<file path="config.mk">
export PLATFORM = sky130hd
export DESIGN_NAME = memory_copy_relay
export DESIGN_NICKNAME = d
export VERILOG_FILES = /design/src/rtl/mcr_pkg.sv /design/src/rtl/memory_copy_relay.sv /design/src/rtl/flag_event.sv /design/src/rtl/axil_port.sv
export SDC_FILE = /design/constraint.sdc
export NUM_CORES = 1
export LEC_CHECK = 0
export ABC_AREA = 0
export BUFFER_PORTS_ARGS = -buffer_cell sky130_fd_sc_hd__buf_2
export CAP_MARGIN = 0
export CORE_MARGIN = 2
export CORE_UTILIZATION = 35
export CTS_CLUSTER_DIAMETER = 80
export CTS_CLUSTER_SIZE = 40
export DETAILED_ROUTE_END_ITERATION = 12
export PLACE_DENSITY = 0.62
export SLEW_MARGIN = 20
export SYNTH_ARGS = -nofsm -noshare
export SYNTH_HDL_FRONTEND = slang
export SYNTH_HIERARCHICAL = 1
export SYNTH_SLANG_ARGS = --single-unit
</file>
<file path="constraint.sdc">
create_clock -name clk -period 5.5 [get_ports clk]
set_input_delay 0.825 -clock clk [delete_from_list [all_inputs] [get_ports clk]]
set_output_delay 0.825 -clock clk [all_outputs]
set_load 0.05 [all_outputs]
</file>
<file path="src/rtl/mcr_pkg.sv">
// Constants shared by the memory copy relay design
package mcr_pkg;
  localparam int ADDR_W = 9;
  localparam int NSRC = 2;
  // Register offsets
  localparam logic [ADDR_W-1:0] OFS_HOLD = 9'h000;
  localparam logic [ADDR_W-1:0] OFS_MODE = 9'h004;
  localparam logic [ADDR_W-1:0] OFS_IER = 9'h008;
  localparam logic [ADDR_W-1:0] OFS_IDR = 9'h00c;
  localparam logic [ADDR_W-1:0] OFS_IMR = 9'h010;
  localparam logic [ADDR_W-1:0] OFS_ISR = 9'h014;
  localparam logic [ADDR_W-1:0] OFS_RSV_LO = 9'h018;
  localparam logic [ADDR_W-1:0] OFS_RSV_HI = 9'h0fc;
  localparam logic [ADDR_W-1:0] OFS_DMA_LO = 9'h100;
  localparam logic [ADDR_W-1:0] OFS_DMA_HI = 9'h124;
  localparam logic [ADDR_W-1:0] OFS_EVT_STAT = 9'h130;
  localparam logic [ADDR_W-1:0] OFS_EVT_CLR = 9'h134;
  // Field positions
  localparam int BIT_END = 0;
  localparam int BIT_FULL = 1;
  localparam int WSEL_LSB = 0;
  localparam int WSEL_W = 2;
  // Element width codes
  localparam logic [1:0] WIDTH_BYTE = 2'h0;
  localparam logic [1:0] WIDTH_HALFWORD = 2'h1;
  localparam logic [1:0] WIDTH_WORD = 2'h2;
  // Reset values
  localparam logic [31:0] HOLD_RST = 32'h0000_0000;
  localparam logic [1:0] MODE_RST = WIDTH_WORD;
  localparam logic [1:0] MASK_RST = 2'h0;
  localparam logic [1:0] AXI_OKAY = 2'h0;
endpackage

</file>
<file path="src/rtl/memory_copy_relay.sv">
// Memory copy relay: holding register, width select and interrupt logic
//
// The AXI4-Lite interface to the registers was chosen for this implementation.
`timescale 1ns/1ps
`default_nettype none
// Summary of operation
// - Transmit channel deposits, receive channel fetches holding word
// - Width field picks byte, halfword or word
// - Mode resets to word width
// - Enable register writes of one set mask
// - Disable register writes of one clear mask
// - Mask register reads enables, resets to zero
// - Status bit 0 follows end flag
// - Status bit 1 follows full flag
// - Upper offsets reserved, left to DMA or used by event status and clear
// - Either flag rising marks transfer complete
// - Idle holding register is plain software storage
module memory_copy_relay import mcr_pkg::*; (
  // Clock, enable and reset
  input wire logic clk,
  input wire logic nrst,
  input wire logic ce,
  // AXI4-Lite write
  input wire logic [ADDR_W-1:0] s_axi_awaddr,
  input wire logic s_axi_awvalid,
  output logic s_axi_awready,
  input wire logic [31:0] s_axi_wdata,
  input wire logic [3:0] s_axi_wstrb,
  input wire logic s_axi_wvalid,
  output logic s_axi_wready,
  output logic [1:0] s_axi_bresp,
  output logic s_axi_bvalid,
  input wire logic s_axi_bready,
  // AXI4-Lite read
  input wire logic [ADDR_W-1:0] s_axi_araddr,
  input wire logic s_axi_arvalid,
  output logic s_axi_arready,
  output logic [31:0] s_axi_rdata,
  output logic [1:0] s_axi_rresp,
  output logic s_axi_rvalid,
  input wire logic s_axi_rready,
  // Transmit channel deposit
  input wire logic dma_tx_valid,
  input wire logic [31:0] dma_tx_data,
  // Receive channel fetch and flags
  output logic [31:0] dma_rx_data,
  output logic [1:0] element_width_sel,
  input wire logic rx_end_flag,
  input wire logic rx_full_flag,
  // Events
  output logic transfer_done,
  output logic irq
);
  logic wr_en;
  logic [ADDR_W-1:0] wr_addr;
  logic [31:0] wr_data;
  logic [3:0] wr_strb;
  logic [31:0] rd_word;
  logic [31:0] hold_word, next_hold_word;
  logic [1:0] next_width;
  logic [1:0] mask, next_mask;
  logic [1:0] status, rise, sticky, evt_clr;
  logic next_done, next_irq;

  // Element trimmed to the selected width
  function automatic logic [31:0] trim(input logic [1:0] w, input logic [31:0] d);
    case (w)
      WIDTH_BYTE: trim = {24'h00_0000, d[7:0]};
      WIDTH_HALFWORD: trim = {16'h0000, d[15:0]};
      default: trim = d;
    endcase
  endfunction

  // Byte-lane merge for software writes
  function automatic logic [31:0] merge(input logic [31:0] old, input logic [31:0] d,
                                        input logic [3:0] s);
    for (int b = 0; b < 4; b++) begin
      merge[8*b +: 8] = s[b] ? d[8*b +: 8] : old[8*b +: 8];
    end
  endfunction

  // Write strobe for one register
  function automatic logic hit(input logic en, input logic [ADDR_W-1:0] a,
                               input logic [ADDR_W-1:0] ofs);
    hit = en && (a == ofs);
  endfunction

  axil_port u_port (
    .clk(clk),
    .nrst(nrst),
    .ce(ce),
    .awaddr(s_axi_awaddr),
    .awvalid(s_axi_awvalid),
    .awready(s_axi_awready),
    .wdata(s_axi_wdata),
    .wstrb(s_axi_wstrb),
    .wvalid(s_axi_wvalid),
    .wready(s_axi_wready),
    .bvalid(s_axi_bvalid),
    .bready(s_axi_bready),
    .arvalid(s_axi_arvalid),
    .arready(s_axi_arready),
    .rdata(s_axi_rdata),
    .rvalid(s_axi_rvalid),
    .rready(s_axi_rready),
    .rd_word(rd_word),
    .wr_en(wr_en),
    .wr_addr(wr_addr),
    .wr_data(wr_data),
    .wr_strb(wr_strb)
  );

  // Responses are always OKAY; unmapped space simply reads zero
  assign s_axi_bresp = AXI_OKAY;
  assign s_axi_rresp = AXI_OKAY;

  assign evt_clr = hit(wr_en, wr_addr, OFS_EVT_CLR) ? wr_data[1:0] : 2'h0;

  flag_event #(
    .N(NSRC)
  ) u_flags (
    .clk(clk),
    .nrst(nrst),
    .ce(ce),
    .flag_in({rx_full_flag, rx_end_flag}),
    .clr(evt_clr),
    .level(status),
    .rise(rise),
    .sticky(sticky)
  );

  // Holding register and mode
  always_comb begin
    next_hold_word = hold_word;
    next_width = element_width_sel;
    if (hit(wr_en, wr_addr, OFS_HOLD)) begin
      next_hold_word = merge(hold_word, wr_data, wr_strb);
    end
    // Channel deposit wins over a software write in the same cycle
    if (dma_tx_valid) begin
      next_hold_word = trim(element_width_sel, dma_tx_data);
    end
    // Code 3 is undefined, so such a write keeps the old width
    if (hit(wr_en, wr_addr, OFS_MODE) && wr_strb[0] &&
        wr_data[WSEL_LSB +: WSEL_W] != 2'h3) begin
      next_width = wr_data[WSEL_LSB +: WSEL_W];
    end
  end

  always_ff @(posedge clk or negedge nrst) begin
    if (!nrst) begin
      hold_word <= HOLD_RST;
      element_width_sel <= MODE_RST;
    end else if (ce) begin
      hold_word <= next_hold_word;
      element_width_sel <= next_width;
    end
  end

  // Receive channel sees the holding word from its own flop copy
  always_ff @(posedge clk or negedge nrst) begin
    if (!nrst) begin
      dma_rx_data <= HOLD_RST;
    end else if (ce) begin
      dma_rx_data <= next_hold_word;
    end
  end

  // Interrupt mask
  always_comb begin
    next_mask = mask;
    if (hit(wr_en, wr_addr, OFS_IER)) begin
      next_mask = mask | wr_data[1:0];
    end
    if (hit(wr_en, wr_addr, OFS_IDR)) begin
      next_mask = mask & ~wr_data[1:0];
    end
  end

  always_ff @(posedge clk or negedge nrst) begin
    if (!nrst) begin
      mask <= MASK_RST;
    end else if (ce) begin
      mask <= next_mask;
    end
  end

  // Completion pulse and interrupt line
  always_comb begin
    next_done = |rise;
    // Status level keeps the line up while a flag stays active
    next_irq = |((status | sticky) & next_mask);
  end

  always_ff @(posedge clk or negedge nrst) begin
    if (!nrst) begin
      transfer_done <= 1'b0;
      irq <= 1'b0;
    end else if (ce) begin
      transfer_done <= next_done;
      irq <= next_irq;
    end
  end

  // Read decode on the address as offered
  always_comb begin
    rd_word = 32'h0000_0000;
    case (s_axi_araddr)
      OFS_HOLD: rd_word = hold_word;
      OFS_MODE: rd_word[WSEL_LSB +: WSEL_W] = element_width_sel;
      OFS_IMR: rd_word[1:0] = mask;
      OFS_ISR: rd_word[1:0] = status;
      OFS_EVT_STAT: rd_word[1:0] = sticky;
      // Write-only, reserved and DMA-channel offsets read zero here
      default: rd_word = 32'h0000_0000;
    endcase
  end

  // Checks
  logic mode_written;
  always_ff @(posedge clk or negedge nrst) begin
    if (!nrst) begin
      mode_written <= 1'b0;
    end else if (ce && hit(wr_en, wr_addr, OFS_MODE)) begin
      mode_written <= 1'b1;
    end
  end

  AST_DEPOSIT_WORD: assert property (@(posedge clk) disable iff (!nrst)
    ce && dma_tx_valid && element_width_sel == WIDTH_WORD
    |=> hold_word == $past(dma_tx_data) && dma_rx_data == $past(dma_tx_data))
    else $error("deposited word not held or not passed to receive side");

  AST_DEPOSIT_BYTE: assert property (@(posedge clk) disable iff (!nrst)
    ce && dma_tx_valid && element_width_sel == WIDTH_BYTE
    |=> hold_word == {24'h00_0000, $past(dma_tx_data[7:0])})
    else $error("byte deposit not trimmed to eight bits");

  AST_MODE_DEFAULT: assert property (@(posedge clk) disable iff (!nrst)
    !mode_written |-> element_width_sel == WIDTH_WORD)
    else $error("width left word default without a mode write");

  AST_ENABLE_SET: assert property (@(posedge clk) disable iff (!nrst)
    ce && hit(wr_en, wr_addr, OFS_IER) |=> (mask & $past(wr_data[1:0])) == $past(wr_data[1:0]))
    else $error("enable write did not set mask bits");

  AST_DISABLE_CLEAR: assert property (@(posedge clk) disable iff (!nrst)
    ce && hit(wr_en, wr_addr, OFS_IDR) |=> (mask & $past(wr_data[1:0])) == 2'h0)
    else $error("disable write did not clear mask bits");

  AST_STATUS_FOLLOW: assert property (@(posedge clk) disable iff (!nrst)
    ce |=> status == $past({rx_full_flag, rx_end_flag}))
    else $error("status bits do not follow receive flags");

  AST_IRQ_LEVEL: assert property (@(posedge clk) disable iff (!nrst)
    ce && (|(status & next_mask)) |=> irq)
    else $error("interrupt low with an enabled active flag");

  AST_DONE_PULSE: assert property (@(posedge clk) disable iff (!nrst)
    ce && (rx_end_flag && !status[BIT_END] || rx_full_flag && !status[BIT_FULL])
    |=> transfer_done)
    else $error("flag rise did not mark completion");

  AST_RSV_READ: assert property (@(posedge clk) disable iff (!nrst)
    ce && s_axi_arvalid && s_axi_arready && s_axi_araddr >= OFS_RSV_LO &&
    s_axi_araddr <= OFS_DMA_HI |=> s_axi_rvalid && s_axi_rdata == 32'h0000_0000)
    else $error("reserved offset read nonzero");

  AST_HALF_DEPOSIT: assert property (@(posedge clk) disable iff (!nrst)
    ce && dma_tx_valid && element_width_sel == WIDTH_HALFWORD
    |=> hold_word == {16'h0000, $past(dma_tx_data[15:0])})
    else $error("halfword deposit not trimmed to sixteen bits");

  AST_RX_COPY: assert property (@(posedge clk) disable iff (!nrst)
    dma_rx_data == hold_word)
    else $error("receive side copy differs from holding word");

  AST_MODE_LEGAL: assert property (@(posedge clk) disable iff (!nrst)
    ce && hit(wr_en, wr_addr, OFS_MODE) && wr_data[1:0] == 2'h3
    |=> element_width_sel == $past(element_width_sel))
    else $error("undefined width code was accepted");

  AST_SW_HOLD: assert property (@(posedge clk) disable iff (!nrst)
    ce && hit(wr_en, wr_addr, OFS_HOLD) && wr_strb == 4'hf && !dma_tx_valid
    |=> hold_word == $past(wr_data))
    else $error("software write did not land in holding word");

  AST_MASK_KEEP: assert property (@(posedge clk) disable iff (!nrst)
    ce && !hit(wr_en, wr_addr, OFS_IER) && !hit(wr_en, wr_addr, OFS_IDR)
    |=> mask == $past(mask))
    else $error("mask changed without an enable or disable write");

  AST_IRQ_QUIET: assert property (@(posedge clk) disable iff (!nrst)
    ce && next_mask == 2'h0 |=> !irq)
    else $error("interrupt high with every source disabled");

  AST_DONE_QUIET: assert property (@(posedge clk) disable iff (!nrst)
    ce && !(rx_end_flag && !status[BIT_END]) && !(rx_full_flag && !status[BIT_FULL])
    |=> !transfer_done)
    else $error("completion pulse without a flag rise");

  AST_FREEZE: assert property (@(posedge clk) disable iff (!nrst)
    !ce |=> $stable(status) && $stable(hold_word) && $stable(mask))
    else $error("state moved while the clock enable was low");
endmodule // memory_copy_relay
`default_nettype wire

</file>
<file path="src/rtl/flag_event.sv">
// Samples receive channel flags, detects rises and keeps sticky event bits
`timescale 1ns/1ps
`default_nettype none
module flag_event import mcr_pkg::*; #(
  parameter int N = NSRC
) (
  // Clock and reset
  input wire logic clk,
  input wire logic nrst,
  input wire logic ce,
  // Flags and software clear
  input wire logic [N-1:0] flag_in,
  input wire logic [N-1:0] clr,
  output logic [N-1:0] level,
  output logic [N-1:0] rise,
  output logic [N-1:0] sticky
);
  logic [N-1:0] next_level;
  logic [N-1:0] next_sticky;

  genvar i;
  generate
    for (i = 0; i < N; i++) begin : g_bit
      assign next_level[i] = flag_in[i];
      assign rise[i] = flag_in[i] & ~level[i];
      // Set beats a clear landing in the same cycle
      assign next_sticky[i] = rise[i] | (sticky[i] & ~clr[i]);
    end
  endgenerate

  always_ff @(posedge clk or negedge nrst) begin
    if (!nrst) begin
      level <= '0;
      sticky <= '0;
    end else if (ce) begin
      level <= next_level;
      sticky <= next_sticky;
    end
  end

  AST_STICKY_SET: assert property (@(posedge clk) disable iff (!nrst)
    ce && (|rise) |=> (sticky & $past(rise)) == $past(rise))
    else $error("rising flag did not set its sticky bit");
endmodule // flag_event
`default_nettype wire

</file>
<file path="src/rtl/axil_port.sv">
// AXI4-Lite slave handshakes for the register file
`timescale 1ns/1ps
`default_nettype none
module axil_port import mcr_pkg::*; (
  // Clock and reset
  input wire logic clk,
  input wire logic nrst,
  input wire logic ce,
  // Write channels
  input wire logic [ADDR_W-1:0] awaddr,
  input wire logic awvalid,
  output logic awready,
  input wire logic [31:0] wdata,
  input wire logic [3:0] wstrb,
  input wire logic wvalid,
  output logic wready,
  output logic bvalid,
  input wire logic bready,
  // Read channels
  input wire logic arvalid,
  output logic arready,
  output logic [31:0] rdata,
  output logic rvalid,
  input wire logic rready,
  // Register file side
  input wire logic [31:0] rd_word,
  output logic wr_en,
  output logic [ADDR_W-1:0] wr_addr,
  output logic [31:0] wr_data,
  output logic [3:0] wr_strb
);
  logic aw_have, w_have;
  logic next_aw_have, next_w_have, next_bvalid, next_rvalid;
  logic [ADDR_W-1:0] next_wr_addr;
  logic [31:0] next_wr_data, next_rdata;
  logic [3:0] next_wr_strb;

  assign wr_en = aw_have & w_have & ~bvalid;

  always_comb begin
    next_aw_have = aw_have;
    next_w_have = w_have;
    next_bvalid = bvalid;
    next_rvalid = rvalid;
    next_wr_addr = wr_addr;
    next_wr_data = wr_data;
    next_wr_strb = wr_strb;
    next_rdata = rdata;
    if (awvalid && awready) begin
      next_aw_have = 1'b1;
      next_wr_addr = awaddr;
    end
    if (wvalid && wready) begin
      next_w_have = 1'b1;
      next_wr_data = wdata;
      next_wr_strb = wstrb;
    end
    if (wr_en) begin
      next_aw_have = 1'b0;
      next_w_have = 1'b0;
      next_bvalid = 1'b1;
    end else if (bvalid && bready) begin
      next_bvalid = 1'b0;
    end
    if (arvalid && arready) begin
      next_rvalid = 1'b1;
      next_rdata = rd_word;
    end else if (rvalid && rready) begin
      next_rvalid = 1'b0;
    end
  end

  always_ff @(posedge clk or negedge nrst) begin
    if (!nrst) begin
      aw_have <= 1'b0;
      w_have <= 1'b0;
      bvalid <= 1'b0;
      rvalid <= 1'b0;
      awready <= 1'b0;
      wready <= 1'b0;
      arready <= 1'b0;
      wr_addr <= '0;
      wr_data <= '0;
      wr_strb <= '0;
      rdata <= '0;
    end else if (ce) begin
      aw_have <= next_aw_have;
      w_have <= next_w_have;
      bvalid <= next_bvalid;
      rvalid <= next_rvalid;
      // Ready drops while a half is parked so the payload is never overwritten
      awready <= ~next_aw_have & ~next_bvalid;
      wready <= ~next_w_have & ~next_bvalid;
      arready <= ~next_rvalid;
      wr_addr <= next_wr_addr;
      wr_data <= next_wr_data;
      wr_strb <= next_wr_strb;
      rdata <= next_rdata;
    end
  end

  AST_B_HOLD: assert property (@(posedge clk) disable iff (!nrst)
    bvalid && !bready |=> bvalid)
    else $error("write response dropped before it was taken");
endmodule // axil_port
`default_nettype wire

</file>
# Yosys cells after proc, flatten, opt, wreduce, memory -nomap -nowiden

Index checks and enable logic that the tools add are counted.

Register bits after elaboration: 126
Word-level logic and storage cells: 105

Eq/ne operators: 10
Muxes and demuxes: 20
Bitwise operators: 24
Reduce and logical (&&, ||, !) cells: 30

Operators by type and width:

| operator                                             | number |
|---|---|
| 2-to-1 mux 32 bit                                    | 2 |
| case mux 32 bit (2 select lines)                     | 1 |
| 2-to-1 mux 8 bit                                     | 4 |
| 2-to-1 mux 30 bit                                    | 1 |
| equality test 9 x 3 -> 1 bit (second input constant) | 2 |
| equality test 9 x 4 -> 1 bit (second input constant) | 2 |
| equality test 9 x 5 -> 1 bit (second input constant) | 2 |
| equality test 9 bit (second input constant)          | 2 |
| logical NOT 9 bit                                    | 2 |
| logical AND 1 bit                                    | 12 |
| AND reduction 3 bit                                  | 4 |
| case mux 2 bit (5 select lines)                      | 1 |
| nonzero test 2 bit                                   | 5 |
| inverter 1 bit                                       | 9 |
| bitwise AND 1 bit                                    | 8 |
| 2-to-1 mux 1 bit                                     | 8 |
| AND reduction 2 bit                                  | 4 |
| 2-to-1 mux 2 bit                                     | 3 |
| bitwise AND 2 bit                                    | 2 |
| bitwise OR 2 bit                                     | 2 |
| OR reduction 2 bit                                   | 2 |
| equality test 2 x 1 -> 1 bit (second input constant) | 1 |
| logical NOT 2 bit                                    | 1 |
| != test 2 bit (second input constant)                | 1 |
| 2 further kinds                                      | 3 |

# Depth between registers and ports, before layout

Gate-level depths: netlist of run 1.

Word-level depth: 7
Mapped depth: 7

# Cells and area by module

Netlist of run 1, hierarchy kept.

By module, submodules not included:

| module            | instances | cells an instance | area an instance (µm²) | sequential area each (µm²) |
|---|---|---|---|---|
| axil_port         | 1         | 194               | 3223.1                 | 2102.0 |
| memory_copy_relay | 1         | 251               | 2367.3                 | 952.2 |
| flag_event        | 1         | 12                | 177.7                  | 100.1 |

# Least setup slack after synthesis of run 1

OpenSTA, ideal clock, no wires.

Path kind: input port to flip-flop
From: in ce
To: reg dma_rx_data[10]
Arrival: 2.025 ns
Required time: 5.375 ns
Path slack: 3.351 ns
Stages on the path: 5
Path buffers: 2
Cells stage by stage: clkbuf_1 -> and2_1 -> clkbuf_1 -> a31oi_2 -> mux2_2

Word-level cells in the longest chain between the ends: 1

Ends and longest elaborated chain:

| what                          | line                     | source |
|---|---|---|
| from (decl)                   | memory_copy_relay.sv:22  | `input wire logic ce,` |
| AND reduction 3 bit (no line) | --                       |  |
| to (signal assigned)          | memory_copy_relay.sv:165 | `dma_rx_data <= next_hold_word;` |
| to (decl)                     | memory_copy_relay.sv:46  | `output logic [31:0] dma_rx_data,` |

Every way passes these cells.
A chain may end at the register's enable or synchronous reset.

# Final worst setup path of run 1

From: in ce
To: reg u_port.rdata[13]

Word-level cells in the longest chain between the ends: 1

Ends and longest elaborated chain:

| what                          | line            | source |
|---|---|---|
| AND reduction 2 bit (no line) | --              |  |
| to (signal assigned)          | axil_port.sv:98 | `rdata <= next_rdata;` |
| to (decl)                     | axil_port.sv:22 | `output logic [31:0] rdata,` |

Every way passes these cells.

==> results of run 1 <==
==> critical path: cells and delay by family <==
kind / cells / cell delay (ns)
muxes: 1 / 0.56
and+or+nand+nor: 1 / 0.83
buffers and inverters: 1 / 0.54
==> metrics by stage <==
stage / utilization / total power, mW / area (sq um) / instances / worst slack [ns]
after floorplan: - / 2.04 / 5780 / 460 / 3.35
after CTS: 0.457 / 3.34 / 7320 / 854 / 2.99
final: 0.458 / 3.31 / 7330 / 857 / 3.01
after global placement: 0.423 / 2.27 / 6770 / 823 / 2.63
after detailed placement: 0.423 / 2.31 / 6770 / 823 / 2.54
after global routing: 0.458 / 3.48 / 7320 / 855 / 2.87
==> Yosys cell counts, drive strengths merged <==
library cell,number,area share
a31oi,7,0.012
o32ai,2,0.0030
a211oi,2,0.0026
nor4,1,0.0037
o22ai,1,0.0011
clkbuf,13,0.0085
a21oi,1,0.00087
a221o,8,0.014
mux2i,1,0.0017
nand4b,1,0.0015
nor2,8,0.0052
nand3b,1,0.0013
and4b,1,0.0017
a21bo,1,0.0017
dfstp,1,0.0046
nor4b,2,0.0056
o21a,1,0.0013
nand4,2,0.0022
o21ai,26,0.023
inv,30,0.020
nand2b,3,0.0033
and3,9,0.0098
conb,1,0.00065
a31o,1,0.0015
mux4,2,0.0078
a22oi,2,0.0026
o211ai,2,0.0026
dfrtp,125,0.54
and2,37,0.040
a21boi,2,0.0026
nor3,2,0.0017
mux2,107,0.21
nand2,29,0.019
a22o,2,0.0035
nor3b,2,0.0054
nor2b,4,0.0069
buf,11,0.018
nand3,6,0.0091
==> flip-flops by register name, indices dropped and copies added, names as in the netlist <==
| register | cells |
|---|---|
| u_port/rvalid | 1 |
| u_port/w_have | 1 |
| u_port/wr_data | 32 |
| u_port/wr_strb | 4 |
| u_port/awready | 1 |
| irq | 1 |
| u_port/rdata | 32 |
| u_flags/sticky | 2 |
| u_port/wready | 1 |
| dma_rx_data | 32 |
| u_port/wr_addr | 9 |
| mask | 2 |
| u_flags/level | 2 |
| element_width_sel | 2 |
| u_port/aw_have | 1 |
| transfer_done | 1 |
| u_port/bvalid | 1 |
| u_port/arready | 1 |
==> metal layers <==
metal,vias up,share of wire,global-route usage
met5,-,0,0
met4,0,0.0085,0.0544
met3,12,0.068,0.0611
met2,136,0.49,0.266
met1,2007,0.43,0.208
li1,1930,-,-
==> placed cells by master (no fill, tap or decap), types with 9 or more instances in the layout <==
master and n:
nand2_1 29, inv_1 30, buf_2 168, and3_1 9, dfrtp_1 125, clkbuf_16 17
mux2_2 105, o21ai_0 25, and2_1 37
==> cells by family after synthesis <==
kind of cell	count (synthesis)	synth area share
DFF	126	0.547
muxes	110	0.218
and+or+nand+nor	108	0.116
AOI/OAI and AO/OA	58	0.0718
buffers and inverters	54	0.0458
other	1	0.000650
==> final timing paths <==
kind / start / end / slack [ns] / depth (start not counted)
max reg2reg: u_port/aw_have$_DFFE_PN0P_ / dma_rx_data[27]$_DFFE_PN0P_ / 3.31 / 6
min in group clk: u_port/wr_data[25]$_DFFE_PN0P_ / u_port/wr_data[25]$_DFFE_PN0P_ / 0.49 / 1
max: ce / u_port/rdata[13]$_DFFE_PN0P_ / 3.01 / 3
min reg2reg: u_port/wr_data[25]$_DFFE_PN0P_ / u_port/wr_data[25]$_DFFE_PN0P_ / 0.49 / 1
max in group asynchronous: nrst / u_port/wr_data[24]$_DFFE_PN0P_ / 3.84 / 2
min: nrst / u_port/wr_addr[1]$_DFFE_PN0P_ / 0.38 / 1
==> power breakdown <==
| part | switching, mW | internal [mW] | leakage (nW) |
|---|---|---|---|
| clock network | 0.383 | 0.641 | 0.275 |
| registers | 0.211 | 1.19 | 1.60 |
| logic | 0.535 | 0.347 | 1.84 |
==> area by class of cell <==
cell class	count	area [sq um]
Fill cell	1553	8670
Sequential cell	126	3150
Multi-Input combinational cell	280	2370
Timing Repair Buffer	171	867
Clock buffer	25	515
Tap cell	216	270
Inverter	30	113
Clock inverter	6	32.5
Antenna cell	3	7.51
==> flow_results.org, run 1 <==
** Status
- Result of the run :: complete, no violations

** Yosys
- Synthesis handed over a netlist of 457 instances.
- Yosys printed 6 warnings.
- Yosys reg bits :: around 130
- Yosys mapped the design onto 48 distinct sky130hd cell types.
- Of the synthesized area, sequential elements account for 0.547.
- Synthesized area per cell :: about 13 sq um
- The cell area that synthesis handed to floorplanning was 0.00577 sq mm.

** Die
- After floorplanning, the core was divided into between 40 and 50 placement rows.
- I/O pin count :: roughly 170
- Die ar. :: between 0.015 and 0.02 sq mm
- The die is approximately 130 um tall.
- The region available for standard cell placement spans 0.0160 sq mm.
- Starting utilization of the core area :: 0.360
- From left edge to right edge, the die measures 132 um.

** GRT
- Maximum number of pins on one net before global-route repair :: between 60 and 70
- First-pass GRT wire length :: approximately 23 mm
- Summed over all layers, the global routing overflow is 0.
- All-layer global routing usage :: 0.166
- Initial antenna violation count :: 3
- Number of global-route vias before repair :: between 4,000 and 5,000

** Routing
- Wires add up to 13.9 mm.
- The routed layout has between 4,000 and 5,000 vias.
- Via count normalized by instance count :: 4.77
- In the routed design, unresolved DRC markers number 0.
- After detailed routing, the average wire length per cell comes to roughly 16 um.
- For this block, the initial DRC count from the detailed router was approximately 140.
- Once detail routing completed, the nets flagged for antenna violations numbered 0.
- The first detailed-routing pass took 4 iterations.

** Critical path
- For the worst setup path, the data arrival time is 2.78 ns.
- CP Max Fanout :: 38
- For this design, the slowest cell found on the critical path is nand3_2.
- STA classifies the critical path startpoint as an input port.
- Category of the most critical setup path :: in -> reg
- Chain of cells forming the critical path :: buf_2, nand3_2, mux2_2
- WP data required :: between 5 and 6 ns
- For this run, the slowest stage of the critical path takes ~0.83 ns.
- Critical Path End Type :: flip-flop

** STA
- The max-slew violation count is 0.
- Fmax achieved :: roughly 0.40 GHz
- Counting I/O delays and the setup requirement, the final critical path takes 2.49 ns.
- RSZ-0062 raised after global routing :: false
- Setup TNS Final :: 0 ns
- In this run the tightest slew margin relative to its limit is 0.393.
- The tightest hold path in the finished design has a slack of approximately 0.38 ns.
- For the final database, setup skew stands at roughly 0.006 ns.
- Setup violations remaining at the end of the flow were counted as 0.
- Transition at the pin with the smallest max-transition slack :: roughly 0.91 ns
- Number of hold violations in the final report :: 0
- Final period utilization :: 0.453

** Clocking
- For the worst-skew pair, the clock arrives at the later sink with an insertion delay of 0.41 ns.
- Clock Sink Count :: 126
- Clock-pin slew was measured on the worst setup and hold paths at 0.05 ns.
- Buffers added to address setup during post-CTS repair amount to 0.
- Post-cts sizing count :: 0
- TritonCTS clock tree :: built
- Hold repair after CTS inserted 0 buffers.
- Cell at the root of the clock tree :: clkbuf_16
- CTS built an H-tree with a depth of 4.
- The longest clock path from root to sink contains 2 buffers.
- Clock tree synthesis inserted a total of 17 buffers.

** Power and ir drop
- The analysis attributes to cell leakage a power of roughly 3.7 nW.
- Total power per unit cell area :: between 400 and 500 mW/mm^2
- VDD IR-drop max :: 0.268 mV

** Finish
- Final-stage net count :: about 720
- Fraction of layout cells with a size suffix above 1 :: 0.511
- Compared with the post-synthesis result, the final layout area differs by 27.0%.

** Place
- Buffers placed on the I/O ports in this run total ~170.
- Estimated wirelength of the detail-placed design :: slightly below 10 mm
- RePlAce Congestion :: 0.812

** Run
- Max capacitance violation total :: 0

** Worst hold path
- Worst hold path type :: in -> async
(Power assumes the default switching activity.)
==> run 2: changes to the inputs <==
==> constraint.sdc (replaced) <==
create_clock -name clk -period 2.4 [get_ports clk]
set_input_delay 0.36 -clock clk [delete_from_list [all_inputs] [get_ports clk]]
set_output_delay 0.36 -clock clk [all_outputs]
set_load 0.05 [all_outputs]
==> run 2 against run 1 <==
Effect of this change: non-clock buffer count grew 6; die area is the same; worst setup slack lost 2.8 ns; sequential cell count is the same; power grew 150%; global-route usage grew 0.43 points; utilization grew 1.2 points; clock power grew to 2.8 times the previous value; combinational power grew 130%; largest power group unchanged.
==> flow_results.org, run 2 (synthesis gave the netlist of run 1 again) <==
** Die
- The number of rows in the core area came to 46 (unchanged).
- Die ar. :: 0.0175 sq mm (unchanged)
- The count of pins on the block boundary is 174 (unchanged).
- Starting utilization of the core area :: 0.360 (unchanged)
- Placeable Area :: 0.0160 sq mm (unchanged)
- The width of the die was 132 um (unchanged).
- The die outline height is 132 um (unchanged).

** Clocking
- The H-tree depth reported by CTS is 4 (unchanged).
- TritonCTS clock tree :: built
- Post-cts sizing count :: 0 (unchanged)
- Cell at the root of the clock tree :: clkbuf_16
- Worst-path clk slew :: 0.05 ns (about the same)
- Clk_lat worst skew :: 0.42 ns (about the same)
- The maximum count of clock buffers along a single path is 2 (unchanged).
- Number of CTS-inserted buffers :: 17 (unchanged)
- The number of setup buffers added after CTS came to 0 (unchanged).
- The count of clock tree sinks came to 126 (unchanged).

** Finish
- Layout Area Growth over Synthesis :: 30.3%
- Highest-count cells in the layout ignoring fill and taps :: 168 x buf_2, 125 x dfrtp_1, 105 x mux2_2
- Number of standard cells in the layout, taps in and fillers out :: 862 (+0.58%)
- Final-stage net count :: 729 (+0.83%)
- In the final layout, the registers with the most flip-flops are dma_rx_data: 32 flops, u_port/rdata: 32 flops, u_port/wr_data: 32 flops.
- The final-layout fill cell count is 1,540 (-0.84%).
- Fraction of layout cells with a size suffix above 1 :: 0.516 (+0.00531)
- Utilization after layout :: 0.470 (+0.0117)
- Leaving out fill and tap cells, the most frequent cell in the layout is buf_2.
- Summed area of non-filler cells in the final layout :: 0.00751 sq mm (+2.5%)

** Critical path
- The worst reg2reg path depth was 6 (unchanged).
- Critical Path End Type :: flip-flop
- The critical path goes through inv_1, nor3_1, nor4b_4, and2_1, a31oi_2, a221o_1.
- The endpoint arrival time on the critical path came to 2.49 ns (-0.29 ns).
- The maximum fanout along the worst path was 8 (-79%).
- The slowest stage of the critical path belongs to the cell a221o_1.
- The critical path data required time was 2.70 ns (-3.09 ns).
- Crit-path max cell delay :: 0.42 ns (-0.41 ns)
- The number of cells on the critical path came to 6 (+3).
- Type of origin of the critical path :: flip-flop
- The buffering stage count on the worst path with inverters included is 1 (unchanged).
- Kind of cell with the highest combined delay on the critical path :: simple AND/OR/NAND/NOR gates
- The critical path in this run is classified as reg -> reg.
- Worst setup slack for register-to-register paths :: 0.21 ns (-3.10 ns)

** Place
- Worst-case setup slack after placement :: 0.245 ns (-2.29 ns)
- Number of port buffers :: 169 (unchanged)
- The standard cell area after detailed placement came to 0.00683 sq mm (+0.92%).
- The number of instances in the placed design is 828 (+0.61%).
- RePlAce Congestion :: 0.832 (+2.4%)
- Estimated wirelength of the detail-placed design :: 10.3 mm (+4.3%)

** STA
- The count of endpoints failing setup in the final report is 0 (unchanged).
- Setup repair after global routing left no endpoint under its margin.
- WHS :: 0.149 ns (-0.227 ns)
- Fmax achieved :: around 0.46 GHz
- The worst path needs ~2.2 ns of the cycle, external delays included.
- The worst-case setup margin in the final layout is 0.214 ns (-2.79 ns).
- The worst clock skew is 0.00972 ns (+0.00390 ns).
- Transition at the pin with the smallest max-transition slack :: 0.706 ns (-0.204 ns)
- Final period utilization :: 0.911
- The final setup TNS is 0 ns (unchanged).
- Number of hold violations in the final report :: 0 (unchanged)
- The max-slew violation count was 0 (unchanged).
- Max-Slew Margin vs Limit :: 0.529 (+0.137)

** Routing
- The post-detailed-routing wire length was 14.2 mm (+2.4%).
- Number of remaining DRC errors :: 0 (unchanged)
- The final routed wire length divided by cell count is 16.5 um (+1.8%).
- The detailed-router iteration count before antenna repair came to 4 (unchanged).
- Number of vias after detailed routing :: 4,169 (+2.1%)
- The number of DRC violations after detailed-routing iteration 0 is 118 (-15%).
- Residual antenna-violating net count after detailed routing :: 0 (unchanged)
- The via density per instance came to 4.84 (+1.5%).

** GRT
- First-pass GRT wire length :: 23.3 mm (+3.0%)
- Maximum number of pins on one net before global-route repair :: 73 (+11%)
- The number of global-route vias before repair is 4,363 (+0.79%).
- Initial antenna violation count :: 1 (-2)
- The aggregate global routing overflow is 0 (unchanged).
- The aggregate global-route resource usage was 0.170 (+0.00431).

** Power and ir drop
- Total power per unit cell area :: 1080 mW/mm^2 (+140%)
- VDD IR-drop max :: 0.655 mV (+140%)
- The total power draw came to 8.13 mW (+150%).
- The leakage power is 3.81 nW (+2.5%).

** Run
- Max capacitance violation total :: 0 (unchanged)

** Status
- The run finished with clean final reports.

** Worst hold path
- The tightest min-delay check is of the in -> reg type.
- Number of stages on the worst hold path :: 2
## run 2: cell types whose count changed in the layout (fill, tap and decap cells not counted)
cell / previous run / this run
bufinv_16: 0 / 5
clkinvlp_4: 1 / 0
clkinv_4: 0 / 2
diode_2: 3 / 1
dlygate4sd3_1: 0 / 1
buf_4: 2 / 5
clkbuf_8: 6 / 4
clkbuf_1: 2 / 1
clkinv_2: 5 / 3
buf_12: 0 / 2
## run 2: area by class of cell
| type | instances | area (sq um) | area share |
|---|---|---|---|
| multi-input combinational | 280 | 2370 | 0.315 |
| clock buffer | 22 | 484 | 0.0644 |
| tap | 216 | 270 | 0.0360 |
| inverter | 30 | 113 | 0.0150 |
| antenna | 1 | 2.50 | 0.000333 |
| sequential | 126 | 3150 | 0.420 |
| clock inverter | 10 | 183 | 0.0243 |
| timing repair buffer | 177 | 940 | 0.125 |
## run 2: worst paths after layout
kind / startpoint / endpoint
min in group asynchronous: nrst / u_port/wr_addr[6]$_DFFE_PN0P_
setup reg to reg: u_port/w_have$_DFFE_PN0P_ / dma_rx_data[4]$_DFFE_PN0P_
hold reg to reg: u_port/wr_data[29]$_DFFE_PN0P_ / u_port/wr_data[29]$_DFFE_PN0P_
setup / recovery: u_port/w_have$_DFFE_PN0P_ / dma_rx_data[4]$_DFFE_PN0P_
max in group asynchronous: nrst / dma_rx_data[17]$_DFFE_PN0P_
hold / removal: s_axi_wdata[29] / u_port/wr_data[29]$_DFFE_PN0P_
## run 2: where the power goes
part | leakage (nW) | internal, mW | total [mW] | switching [mW]
combinational | 1.88 | 0.805 | 2.04 | 1.24
sequential | 1.60 | 2.73 | 3.21 | 0.486
clock | 0.330 | 1.95 | 2.88 | 0.929
## run 2: worst register-to-register path, delay by kind of cell (launching register included)
family          cells  cell delay, ns
flops               1            0.38
compound gates      2            0.69
buf+inv             1            0.06
simple gates        3            0.91
## run 2: routing by layer
metal	global-route usage	vias up	wire length, um
li1	-	1939	-
met1	0.223	2059	6210
met2	0.271	158	6860
met3	0.0507	13	1010
met4	0.0562	0	167
met5	0	-	0
## run 2: timing repair
item,in CTS,in global routing
hold buffers,1,0
endpoints found under the setup margin,0,0
endpoints found under the hold margin,28,0
==> run 3: changes to the inputs <==
==> constraint.sdc (replaced) <==
create_clock -name clk -period 2.4 [get_ports clk]
set_input_delay 0.12 -clock clk [delete_from_list [all_inputs] [get_ports clk]]
set_output_delay 0.12 -clock clk [all_outputs]
set_load 0.05 [all_outputs]
==> run 3 against run 2 <==
Effect of this change: final cell count increased by 5.8%; die area stayed put; worst setup slack gained 0.041 ns; wire length grew 5.1%; combinational power increased by 3%; cell area rose by 6.0%; global-route usage rose by 0.89 points; clock skew decreased by 0.00067 ns; utilization grew 2.8 points; non-clock buffer count is 50 higher; critical path type unchanged.
==> flow_results.org, run 3 (synthesis gave the netlist of run 1 again) <==
** Clocking
- CTS placed an instance of clkbuf_16 at the clock tree root.
- The maximum count of clock buffers along a single path came to 2 (unchanged).
- The count of clock tree sinks came to 126 (unchanged).
- TritonCTS built the clock tree.
- Worst-path clk slew :: 0.06 ns (about the same)
- CTS HTree Levels :: 4 (unchanged)
- The clock latency on the worst-skew pair came to 0.42 ns (about the same).
- The number of buffers added by the clock tree synthesis step came to 17 (unchanged).

** Power and ir drop
- The total power draw was 8.07 mW (-0.75%).
- VDD IR-drop max :: 0.531 mV (-19%)
- The leakage power is 3.99 nW (+4.7%).
- Total power per unit cell area :: 1010 mW/mm^2 (-6.4%)

** GRT
- The aggregate global routing overflow came to 0 (unchanged).
- The aggregate global-route resource usage came to 0.179 (+0.00895).
- First-pass GRT wire length :: 24.5 mm (+5.1%)
- Maximum number of pins on one net before global-route repair :: 66 (-9.6%)
- Number of global-route vias before repair :: 4,728 (+8.4%)
- The number of antenna violations at the first check in global routing was 1 (unchanged).

** Routing
- The post-detailed-routing wire length came to 15.0 mm (+5.1%).
- The overall via count from detail_route came to 4,339 (+4.1%).
- DR iter-0 viols :: 205 (+74%)
- The final routed wire length divided by cell count is 16.4 um (-0.63%).
- The number of design rule violations left after detail routing came to 0 (unchanged).
- Residual antenna-violating net count after detailed routing :: 0 (unchanged)
- Via count normalized by instance count :: 4.76 (-1.6%)
- Pre-Repair DR Iteration Count :: 4 (unchanged)

** Critical path
- Critical Path End Type :: flip-flop
- WP data required :: 2.70 ns (about the same)
- Category of the most critical setup path :: reg -> reg
- Crit-path max cell delay :: 0.42 ns (about the same)
- Buffers & Inverters on Critical Path :: 1 (unchanged)
- The slowest stage of the critical path belongs to the cell a221o_1.
- The maximum fanout along the worst path was 8 (unchanged).
- Type of origin of the critical path :: flip-flop
- The kind of cell with the highest combined delay along the critical path is simple AND/OR/NAND/NOR gates.
- Chain of cells forming the critical path :: inv_1, nor3_1, nor4b_4, and2_1, a31oi_2, a221o_1
- Critical path data arrival time :: 2.44 ns (-0.05 ns)

** Place
- RePlAce Congestion :: 0.830 (-0.14%)
- Worst-case setup slack after placement :: 0.250 ns (+0.00553 ns)
- The total half-perimeter wirelength after legalization and detailed placement is 10.6 mm (+2.9%).
- The number of buffers added on ports is 169 (unchanged).

** Die
- Die X :: 132 um (unchanged)
- Die ar. :: 0.0175 sq mm (unchanged)
- The count of pins on the block boundary is 174 (unchanged).
- The total core area was 0.0160 sq mm (unchanged).
- The initial cell density of the core was 0.360 (unchanged).
- The number of rows in the core area came to 46 (unchanged).
- Vertical die dimension :: 132 um (unchanged)

** STA
- RSZ-0062 raised after global routing :: false
- Setup TNS Final :: 0 ns (unchanged)
- The fmax came to 0.466 GHz (+1.9%).
- Transition at the pin with the smallest max-transition slack :: 0.713 ns (+0.00743 ns)
- The hold violation count in the final report is 0 (unchanged).
- The count of endpoints failing setup in the final report was 0 (unchanged).
- The worst-case setup margin in the final layout is 0.255 ns (+0.0410 ns).
- Minimum clock period :: 2.14 ns (-0.0410 ns)
- The worst hold slack after final layout was 0.0369 ns (-0.112 ns).
- Worst clock skew :: 0.00906 ns (-0.000667 ns)
- The relative max-transition margin is 0.524 (-0.00496).
- Final period utilization :: 0.894 (-0.0171)
- The max-slew violation count was 0 (unchanged).

** Finish
- The library cell used most frequently in the layout, excluding fill and tap cells, is buf_2.
- In the layout the commonest cells are 168 x buf_2, 125 x dfrtp_1, 105 x mux2_2.
- In the final layout, the registers with the most flip-flops are dma_rx_data: 32 flops, u_port/rdata: 32 flops, u_port/wr_data: 32 flops.
- Compared with the post-synthesis result, the final layout area differs by 38.1%.
- Fraction of layout cells with a size suffix above 1 :: 0.481 (-0.0357)
- Final-stage net count :: 779 (+6.9%)

** Run
- The number of maximum-capacitance constraint violations is 0 (unchanged).

** Status
- The run finished with clean final reports.

** Worst hold path
- The path class of the tightest hold or removal check is in -> reg.
## run 3: per-layer routing
| metal | routed length, um | vias to the layer above | track usage |
|---|---|---|---|
| met1 | 6650 | 2127 | 0.225 |
| met2 | 7360 | 156 | 0.295 |
| met5 | 0 | - | 0 |
| met4 | 111 | 0 | 0.0687 |
| met3 | 853 | 14 | 0.0488 |
| li1 | - | 2042 | - |
## run 3: layout make-up
| class | count | area (sq um) |
|---|---|---|
| fill | 1499 | 8040 |
| sequential | 126 | 3150 |
| multi-input combinational | 280 | 2370 |
| timing repair buffer | 227 | 1430 |
| clock buffer | 21 | 470 |
| tap | 216 | 270 |
| clock inverter | 11 | 163 |
| inverter | 30 | 113 |
| antenna | 1 | 2.50 |
## run 3: tightest hold or removal path, stage by stage
cell and delay, ns:
buf_2 0.07, and3_1 0.14, a221o_1 0.09
## run 3: metrics by stage
stage / cells / instance area [sq um] / utilization
2_1_floorplan: 460 / 5780 / -
3_3_place_gp: 829 / 6830 / 0.427
3_5_place_dp: 829 / 6830 / 0.427
4_1_cts: 911 / 7960 / 0.498
5_1_grt: 912 / 7970 / 0.498
6_report: 912 / 7970 / 0.498
## run 3: worst paths after layout
check	start	endpoint	slack, ns	depth (start not counted)
min in group asynchronous	nrst	u_port/rvalid$_DFFE_PN0P_	0.29	2
worst min register to register	u_port/wr_data[25]$_DFFE_PN0P_	u_port/wr_data[25]$_DFFE_PN0P_	0.50	1
worst max-delay path	u_port/aw_have$_DFFE_PN0P_	dma_rx_data[3]$_DFFE_PN0P_	0.26	6
worst max register to register	u_port/aw_have$_DFFE_PN0P_	dma_rx_data[3]$_DFFE_PN0P_	0.26	6
worst min-delay path	dma_tx_data[4]	dma_rx_data[4]$_DFFE_PN0P_	0.04	3
max in group asynchronous	nrst	u_port/wr_data[23]$_DFFE_PN0P_	1.36	3
## run 3: what timing repair did
action,in CTS,in global routing
resized for setup,0,0
setup endpoints to repair,0,0
buffers inserted,0,0
hold buffers,50,0
hold endpoints to repair,110,0
## run 3: report_power, final
group / total (mW) / switching, mW / internal, mW
registers: 3.22 / 0.495 / 2.73
clock network: 2.74 / 0.927 / 1.81
logic: 2.11 / 1.26 / 0.857
